[config.mk]
export PLATFORM = sky130hd
export DESIGN_NAME = hmp_microport
export DESIGN_NICKNAME = d
export VERILOG_FILES = /design/src/hmp_pkg.sv /design/src/hmp_microport.sv /design/src/hmp_sync.sv
export SDC_FILE = /design/constraint.sdc
export NUM_CORES = 1
export LEC_CHECK = 0
export ABC_AREA = 1
export BUFFER_PORTS_ARGS = -buffer_cell sky130_fd_sc_hd__buf_2
export CAP_MARGIN = 20
export CORE_ASPECT_RATIO = 1.1
export CORE_MARGIN = 2
export CORE_UTILIZATION = 60
export CTS_BUF_LIST = sky130_fd_sc_hd__clkbuf_8
export DETAILED_ROUTE_END_ITERATION = 8
export GPL_TIMING_DRIVEN = 1
export PLACE_DENSITY = 0.85
export SLEW_MARGIN = 20
export SYNTH_ARGS = -nofsm -noshare
export SYNTH_HDL_FRONTEND = slang
export SYNTH_SLANG_ARGS = --single-unit
[constraint.sdc]
create_clock -name sys_clk_i -period 2.3 [get_ports sys_clk_i]
set_input_delay 0.115 -clock sys_clk_i [delete_from_list [all_inputs] [get_ports sys_clk_i]]
set_output_delay 0.115 -clock sys_clk_i [all_outputs]
set_load 0.005 [all_outputs]
[src/hmp_pkg.sv]
// package for the dual-mode host microport
// assumes a single 250 MHz system clock domain
package hmp_pkg;
   localparam int HMP_DW = 8;
   localparam int HMP_AW = 3;
   localparam int HMP_SYNC_STAGES = 2;
   localparam int HMP_CLK_NS = 4;
   localparam int HMP_ACC_MAX_CYC = 13;
   // internal latency: two sync stages plus decode and data capture
   localparam int HMP_ACC_CYC = 4;
   localparam int HMP_POS_LSB = 2;
   localparam int HMP_POS_MSB = 5;
   localparam int HMP_POS_W = HMP_POS_MSB - HMP_POS_LSB + 1;
   localparam logic [2:0] HMP_ACR_ADDR = 3'h7;
   localparam logic [7:0] HMP_ACR_RST = 8'h00;
   typedef enum logic [1:0] {HMP_IDLE, HMP_WAIT, HMP_DONE} hmp_state_t;
endpackage : hmp_pkg

[src/hmp_microport.sv]
// host microport slave: two strobe conventions, eight locations
// assumes board-strapped mode and position pins, async host strobes
`timescale 1ns/1ps
module hmp_microport import hmp_pkg::*; #(
   parameter int DW = HMP_DW,
   parameter int AW = HMP_AW
) (
   input wire logic sys_clk_i,
   input wire logic nrst_i,
   input wire logic ce_i,
   input wire logic strobe_direction_mode_i,
   input wire logic chip_sel_n_i,
   input wire logic [AW-1:0] addr_i,
   input wire logic [DW-1:0] data_i,
   output logic [DW-1:0] data_o,
   output logic data_oe_o,
   input wire logic data_strobe_n_i,
   input wire logic rd_wr_i,
   output logic transfer_ack_n_o,
   output logic transfer_ack_oe_o,
   input wire logic [HMP_POS_W-1:0] board_position_select_i,
   output logic [2:0] reg_addr_o,
   output logic reg_wr_o,
   output logic reg_rd_o,
   output logic [DW-1:0] reg_wdata_o,
   input wire logic [DW-1:0] reg_rdata_i,
   output logic selected_o
);
   localparam int SW = 1 + 1 + 1 + 1 + HMP_POS_W;
   localparam int PW = AW + DW;
   logic [SW-1:0] ctl_q;
   logic [PW-1:0] pay_q;
   logic mode_q;
   logic cs_s;
   logic s0_s;
   logic s1_s;
   logic [HMP_POS_W-1:0] pos_s;
   logic [AW-1:0] addr_s;
   logic [DW-1:0] din_s;
   logic rd_req;
   logic wr_req;

   // one sync for all control pins, one for address and data
   hmp_sync #(.W(SW)) u_sync_ctl (
      .sys_clk_i(sys_clk_i),
      .nrst_i(nrst_i),
      .ce_i(ce_i),
      .rst_val_i('0),
      .d_i({strobe_direction_mode_i, ~chip_sel_n_i, ~data_strobe_n_i, ~rd_wr_i,
            board_position_select_i}),
      .q_o(ctl_q)
   );
   hmp_sync #(.W(PW)) u_sync_pay (
      .sys_clk_i(sys_clk_i),
      .nrst_i(nrst_i),
      .ce_i(ce_i),
      .rst_val_i('0),
      .d_i({addr_i, data_i}),
      .q_o(pay_q)
   );
   // chip select, strobe and rd_wr_i pins enter inverted, so a cleared sync reads as idle-inactive
   assign {mode_q, cs_s, s0_s, s1_s, pos_s} = ctl_q;
   assign {addr_s, din_s} = pay_q;

   typedef struct packed {
      hmp_state_t state;
      logic mode;
      logic is_rd;
      logic [DW-1:0] rdata;
      logic [DW-1:0] acr;
      logic [3:0] cnt;
      logic wr;
      logic rd;
   } hmp_st_t;
   hmp_st_t st;
   hmp_st_t next_st;

   logic pos_match;
   assign pos_match = (st.acr[HMP_POS_MSB:HMP_POS_LSB] == pos_s);

   // cs_s is active high here; s0_s/s1_s are active-high strobes
   always_comb begin
      rd_req = 1'b0;
      wr_req = 1'b0;
      if (cs_s) begin
         if (st.mode) begin
            rd_req = s0_s && !s1_s;
            wr_req = s0_s && s1_s;
         end else begin
            rd_req = s0_s;
            wr_req = s1_s;
         end
      end
   end

   always_comb begin
      next_st = st;
      next_st.wr = 1'b0;
      next_st.rd = 1'b0;
      case (st.state)
         HMP_IDLE: begin
            next_st.mode = mode_q;
            if (rd_req || wr_req) begin
               next_st.state = HMP_WAIT;
               next_st.is_rd = rd_req;
               next_st.cnt = '0;
            end
         end
         HMP_WAIT: begin
            // wait lets address/data settle through sync
            next_st.cnt = st.cnt + 4'h1;
            if (st.cnt == 4'(HMP_ACC_CYC - 1)) begin
               next_st.state = HMP_DONE;
               if (st.is_rd) begin
                  next_st.rd = 1'b1;
                  next_st.rdata = (addr_s == HMP_ACR_ADDR) ? st.acr : reg_rdata_i;
               end else begin
                  next_st.wr = pos_match || (addr_s == HMP_ACR_ADDR);
                  if (addr_s == HMP_ACR_ADDR) begin
                     next_st.acr = din_s;
                  end
               end
            end
         end
         HMP_DONE: begin
            if (!rd_req && !wr_req) begin
               next_st.state = HMP_IDLE;
            end
         end
         default: begin
            next_st.state = HMP_IDLE;
         end
      endcase
   end

   always_ff @(posedge sys_clk_i or negedge nrst_i) begin
      if (!nrst_i) begin
         st.state <= HMP_IDLE;
         st.mode <= 1'b0;
         st.is_rd <= 1'b0;
         st.rdata <= '0;
         st.acr <= HMP_ACR_RST;
         st.cnt <= '0;
         st.wr <= 1'b0;
         st.rd <= 1'b0;
      end else if (ce_i) begin
         st <= next_st;
      end
   end

   assign data_o = st.rdata;
   // drive only when selected; uses raw pin so release is immediate
   assign data_oe_o = !chip_sel_n_i && st.is_rd && (st.state == HMP_DONE)
                      && pos_match;
   // mode 1: low ack at completion; mode 0: ready high when done or idle with no request
   assign transfer_ack_n_o = st.mode ? !(st.state == HMP_DONE)
                                     : (st.state != HMP_WAIT) && !(rd_req && st.state == HMP_IDLE)
                                       && !(wr_req && st.state == HMP_IDLE);
   assign transfer_ack_oe_o = !chip_sel_n_i || !st.mode;
   assign reg_addr_o = 3'(addr_s);
   assign reg_wr_o = st.wr;
   assign reg_rd_o = st.rd;
   assign reg_wdata_o = din_s;
   assign selected_o = pos_match;
endmodule : hmp_microport

[src/hmp_sync.sv]
// two-flop synchroniser vector
// assumes inputs are asynchronous to sys_clk_i
`timescale 1ns/1ps
module hmp_sync #(
   parameter int W = 1
) (
   input wire logic sys_clk_i,
   input wire logic nrst_i,
   input wire logic ce_i,
   input wire logic [W-1:0] rst_val_i,
   input wire logic [W-1:0] d_i,
   output logic [W-1:0] q_o
);
   typedef struct packed {
      logic [W-1:0] s1;
      logic [W-1:0] s2;
   } hmp_sync_st_t;
   hmp_sync_st_t st;
   hmp_sync_st_t next_st;
   always_comb begin
      next_st = st;
      if (ce_i) begin
         next_st.s1 = d_i;
         next_st.s2 = st.s1;
      end
   end
   // reset value only used as constant tie-off by parent
   always_ff @(posedge sys_clk_i or negedge nrst_i) begin
      if (!nrst_i) begin
         st <= '0;
      end else begin
         st <= next_st;
      end
   end
   assign q_o = st.s2 ^ rst_val_i;
endmodule : hmp_sync

## Yosys cells after proc, flatten, opt, wreduce, memory -nomap -nowiden

Cells that the tools add are included.

| word-level totals | value |
|---|---|
| flip-flop bits (word level) | 64 |
| output and inout bits | 25 |

| operators by class | value |
|---|---|
| add/subtract/negate cells | 1 |
| equality and inequality tests | 9 |
| multiplexer cells | 16 |
| bitwise operators | 4 |
| reductions and logical operators | 29 |

Operator list:

| cell | count |
|---|---|
| $logic_and A1 B1 Y1 | 10 |
| $mux W2 | 5 |
| $logic_not A1 Y1 | 8 |
| $mux W8 | 1 |
| $pmux W4 S2 | 1 |
| $reduce_and A4 Y1 | 2 |
| $mux W1 | 7 |
| $ne A2 B2 Y1 const B | 3 |
| $pmux W2 S3 | 1 |
| $reduce_and A3 Y1 | 2 |
| $reduce_and A5 Y1 | 1 |
| $add A4 B1 Y4 const B | 1 |
| $eq A4 B2 Y1 const B | 1 |
| $eq A4 B4 Y1 | 1 |
| $mux W4 | 1 |
| $not A1 Y1 | 4 |
| $eq A3 B3 Y1 const B | 1 |
| $logic_or A1 B1 Y1 | 3 |
| $eq A2 B1 Y1 const B | 1 |
| $eq A2 B2 Y1 const B | 1 |
| $logic_not A2 Y1 | 1 |
| $ne A2 B1 Y1 const B | 1 |
| $reduce_and A2 Y1 | 1 |
| $reduce_bool A2 Y1 | 1 |

## Logic depth before layout (Yosys ltp)

| depth | value |
|---|---|
| depth after elaboration | 9 |
| gate-level depth with buffers | 8 |

## Cells and area by module

From an unflattened synthesis, not the netlist that was laid out.

| second synthesis, totals | value |
|---|---|
| cell total of the unflattened synthesis | 452 |
| area total of the unflattened synthesis | 3368.2 µm² |

By module, submodules not included:

| module | times used | cells an instance | area each (µm²) | sequential area each (µm²) |
|---|---|---|---|---|
| hmp_microport | 1 | 196 | 1487.7 | 650.6 |
| hmp_sync at u_sync_pay | 1 | 148 | 1046.0 | 550.5 |
| hmp_sync at u_sync_ctl | 1 | 108 | 834.6 | 400.4 |

## Worst setup path after synthesis

Ideal clock, no wire load.

| timing path | value |
|---|---|
| path type | reg2reg |
| start point | register st[2] in the netlist's numbering |
| end point | register st[11] in the netlist's numbering |
| setup time | 0.117 ns |
| data arrival time | 1.185 ns |
| data required time | 2.183 ns |
| slack | 0.997 ns |
| stages on the path, launching flop included | 8 |
| path buffers | 1 |
| clock period less this slack | 1.303 ns |
| cell sequence | dfrtp_1 ha_1 nand2_2 nor2_2 nand3b_4 buf_6 nand2_1 o21ai_2 |

| between the ends | value |
|---|---|
| word-level cells in the longest chain between the ends | 2 |

RTL lines:

| item | line | text |
|---|---|---|
| start, declared | hmp_microport.sv:75 | `hmp_st_t st;` |
| start signal, assigned | hmp_microport.sv:147 | `st <= next_st;` |
| $eq A4 B2 Y1 | hmp_microport.sv:112 | `if (st.cnt == 4'(HMP_ACC_CYC - 1)) begin` |
| $reduce_and A5 Y1 (no line) | n/a |  |

Every way passes these cells.
A chain may end at the register's enable or synchronous reset.

## Worst setup path after layout

| timing path | value |
|---|---|
| start point | register st[23] in the netlist's numbering |
| end point | output transfer_ack_n_o |

| between the ends | value |
|---|---|
| word-level cells in the longest chain between the ends | 7 |
| elaborated cells on any way between the ends | 11 |

RTL lines:

| item | line | text |
|---|---|---|
| $mux W1 | hmp_microport.sv:86 | `if (st.mode) begin` |
| $mux W1 | hmp_microport.sv:85 | `if (cs_s) begin` |
| $logic_and A1 B1 Y1 | hmp_microport.sv:157 | `: (st.state != HMP_WAIT) && !(rd_req && st.state == HMP_IDLE)` |
| $logic_not A1 Y1 | hmp_microport.sv:157 |  |
| $logic_and A1 B1 Y1 | hmp_microport.sv:157 |  |
| $logic_and A1 B1 Y1 | hmp_microport.sv:158 | `&& !(wr_req && st.state == HMP_IDLE);` |
| $mux W1 (*) | hmp_microport.sv:156 | `assign transfer_ack_n_o = st.mode ? !(st.state == HMP_DONE)` |
| end, declared | hmp_microport.sv:19 | `output logic transfer_ack_n_o,` |

Mark *: on every way between the ends. The rest lies on a longest branch, timed or not.

==> flow_metrics.py <==
metrics = {
    "cells_and_area": {
        "design_area_sq_um": 3510,
        "nFillCells": 349,
        "area_delta_synth_final_pct": 18.0,
        "antennaDiodeCount": 0,
        "nNetsFinal": 434,
        "drive_gt1_share_pct": 24.1,
    },
    "floorplanning": {
        "die_x_um": 71.1,
        "core_area_sq_um": 4720,
        "die_h_um": 77.8,
        "initial_core_util_pct": 63.0,
        "dieArea_sq_um": 5530,
        "io_pins": 55,
        "fp-row-count": 26,
    },
    "sta": {
        "worstMarginPinSlew_ns": 0.538,
        "hold_viol": 0,
        "finalCriticalPeriod_ns": 1.63,
        "slew_violations": 0,
        "clock.fmax_ghz": 0.612,
        "grt_setup_unrepaired": "false",
        "finalClockSkew_ns": 0.00655,
        "fin_crit_sh_pct": 71.0,
        "slew_headroom_pct": 64.1,
        "finalSetupTns_ns": 0,
        "setup_viol": 0,
    },
    "worst_setup_path": {
        "rrSetupSlack_ns": 0.88,
        "setup.worst_path.start": "st[23]",
        "required_ns": 2.18,
        "r2r_end": "st[7]",
        "start_kind": "register",
        "arrival_ns": 1.52,
        "cp-endpoint": "transfer_ack_n_o",
        "worst_setup_path_end_kind": "output pin",
        "crit_type": "reg2out",
        "r2r-start": "u_sync_pay.st[10]",
        "r2r_cells": 4,
        "cp_max_fo": 6,
    },
    "grt": {
        "antenna_found_initial": 0,
        "grt.total_usage_pct": 23.0,
        "grt_pass1_vias": 2299,
        "overflow": 0,
        "grt_pass1_wl_um": 9900,
        "grt_max_degree": 65,
    },
    "clock_network": {
        "clk_pin_slew_ns": 0.07,
        "clk_latency_ns": 0.34,
        "cts_resized": 0,
        "cts_tree": "done",
        "cts_root_buf": "clkbuf_8",
        "clockBufferDepth": 2,
        "clock-sinks": 64,
        "cts_made_buffers": 9,
        "h-tree-depth": 3,
    },
    "logic_synthesis": {
        "synth_edf_count": 0,
        "synth-seq-area-share_pct": 53.9,
        "ys_warn_count": 0,
        "postSynthCellCount": 347,
        "synth-compound-area-share_pct": 9.51,
        "synthSimpleGateAreaFrac_pct": 24.1,
        "synth_xor_area_share_pct": 1.18,
        "ys.flop_type": "dfrtp_1",
        "async_reset_ff_share_pct": 100,
        "synthMuxAreaShare_pct": 0,
        "synth_fp_nets": 378,
        "synth_area_per_cell_sq_um": 8.57,
        "synthAdderAreaFrac_pct": 0.421,
        "syn-cell-area_sq_um": 2970,
        "synth_seq_cells": 64,
        "synth_top_family_by_area": "simple AND/OR/NAND/NOR gates",
        "yosysUniqueCellTypes": 32,
    },
    "routing": {
        "drt_iter0_markers": 95,
        "routed_wl_um": 5650,
        "wl_per_cell_um": 12.2,
        "ant_nets": 0,
        "drc": 0,
        "via_per_inst": 5.00,
        "drt-pass1-iter-count": 4,
        "vias": 2317,
    },
    "power_and_ir_drop": {
        "ir_drop_v": 0.000477,
        "p_int_uw": 1990,
        "p_sw_uw": 923,
        "p_leak_uw": 0.00195,
        "pwr-share-seq_pct": 48.8,
        "pwr-share-comb_pct": 22.0,
        "power_density_nw_per_um2": 830,
        "power_frac_clock_pct": 29.2,
        "swShare_pct": 31.7,
    },
    "placement": {
        "io_buffers": 54,
        "place_area_sq_um": 3140,
        "place.gp.congestion": 0.781,
        "place_hpwl_um": 3750,
    },
    "job": {
        "maxCapViolCount": 0,
    },
    "min_path": {
        "min_path_type": "in2reg",
    },
    "status": {
        "outcome": "finished, final reports clean",
    },
}
-- critical path, cell delays in order (launching register included) --
cell     delay (ns)
dfrtp_1        0.44
inv_1          0.08
nand2_1        0.05
nand2_1        0.05
nand2_1        0.12
a21oi_1        0.22
o21ai_0        0.09
buf_2          0.13
-- flip-flops by register name (all words and copies together) (netlist names) --
register and flops:
reg_rd_o 1, st 16, u_sync_ctl.st 16, reg_wr_o 1, u_sync_pay.st 22, data_o 8
-- worst min path at each step --
stage / from / to / depth (start not counted)
finish: chip_sel_n_i / u_sync_ctl.st[14] / 2
floorplan: nrst_i / data_o[0] / 0
global route: chip_sel_n_i / u_sync_ctl.st[14] / 2
detailed placement: nrst_i / u_sync_ctl.st[13] / 2
global placement: nrst_i / u_sync_ctl.st[12] / 2
CTS: chip_sel_n_i / u_sync_ctl.st[14] / 2
-- layout make-up --
| type | instances | area [sq um] | area share [%] |
|---|---|---|---|
| Sequential cell | 64 | 1600 | 45.7 |
| Clock inverter | 4 | 21.3 | 0.606 |
| Tap cell | 56 | 70.1 | 2.00 |
| Clock buffer | 11 | 151 | 4.32 |
| Multi-Input combinational cell | 220 | 1050 | 29.9 |
| Timing Repair Buffer | 76 | 495 | 14.1 |
| Inverter | 32 | 120 | 3.42 |
-- power groups by stage --
stage / clock [uW] / sequential (uW) / combinational [uW]
6_report: 850 / 1420 / 640
4_1_cts: 857 / 1420 / 645
2_1_floorplan: 0 / 1410 / 492
3_3_place_gp: 0 / 1430 / 588
5_1_grt: 914 / 1440 / 726
3_5_place_dp: 0 / 1440 / 617
-- metal layers --
| metal | global-route usage (%) | share of wire, % |
|---|---|---|
| met5 | 0 | 0 |
| met4 | 8.68 | 1.5 |
| met3 | 6.62 | 5.0 |
| met2 | 39.3 | 49 |
| met1 | 27.3 | 45 |
-- cell usage in the layout, fill, tap and decap left out, types with 2 or more instances in the layout --
master	instances
xor2_1	3
dfrtp_1	64
o21ai_1	8
inv_2	3
o21ai_0	17
nor2_1	7
buf_2	54
nand2_1	142
clkbuf_8	11
clkinv_2	2
nor3_1	2
nand3_1	7
inv_1	29
buf_4	2
a21oi_1	4
nand2_2	2
o21ai_2	15
dlygate4sd3_1	19
-- stage by stage --
| stage | util, % | setup WS [ns] | total power [uW] | cells | hold WS [ns] |
|---|---|---|---|---|---|
| 2_1_floorplan | - | 0.997 | 1900 | 347 | -0.181 |
| 3_3_place_gp | 66.7 | 0.901 | 2010 | 429 | 0.148 |
| 3_5_place_dp | 66.7 | 0.890 | 2050 | 429 | 0.151 |
| 4_1_cts | 74.4 | 0.658 | 2920 | 463 | 0.0322 |
| 5_1_grt | 74.4 | 0.497 | 3080 | 463 | 0.0393 |
| 6_report | 74.4 | 0.667 | 2910 | 463 | 0.0360 |
-- kinds of logic (layout without fill, tap and decap cells) --
| kind of cell | Yosys count | after routing |
|---|---|---|
| DFF | 64 | 64 |
| xor gates and xnor gates | 4 | 4 |
| buffers and inverters | 63 | 123 |
| adders and majority gates | 1 | 1 |
| AOI/OAI and AO/OA | 45 | 45 |
| and+or+nand+nor | 170 | 170 |
-- timing repair --
item / 4_1_cts / 5_1_grt
hold buffers: 19 / 0
setup endpoints to repair: 0 / 0
setup buffers: 0 / 0
endpoints found under the hold margin: 82 / 0
-- Yosys cell counts, types with 2 or more instances --
master	instances	share of area, %
clkbuf_1	8	1.0
buf_6	2	0.76
inv_1	28	3.5
buf_4	19	4.8
nor3_1	2	0.34
xor2_1	3	0.88
dfrtp_1	64	54
o21ai_2	15	4.4
nand2_1	142	18
o21ai_0	17	2.9
a21oi_1	4	0.67
inv_2	3	0.38
nand3_1	7	1.2
o21ai_1	8	1.3
nand2_2	2	0.42
nor2_1	7	0.88
(Power assumes the default switching activity.)
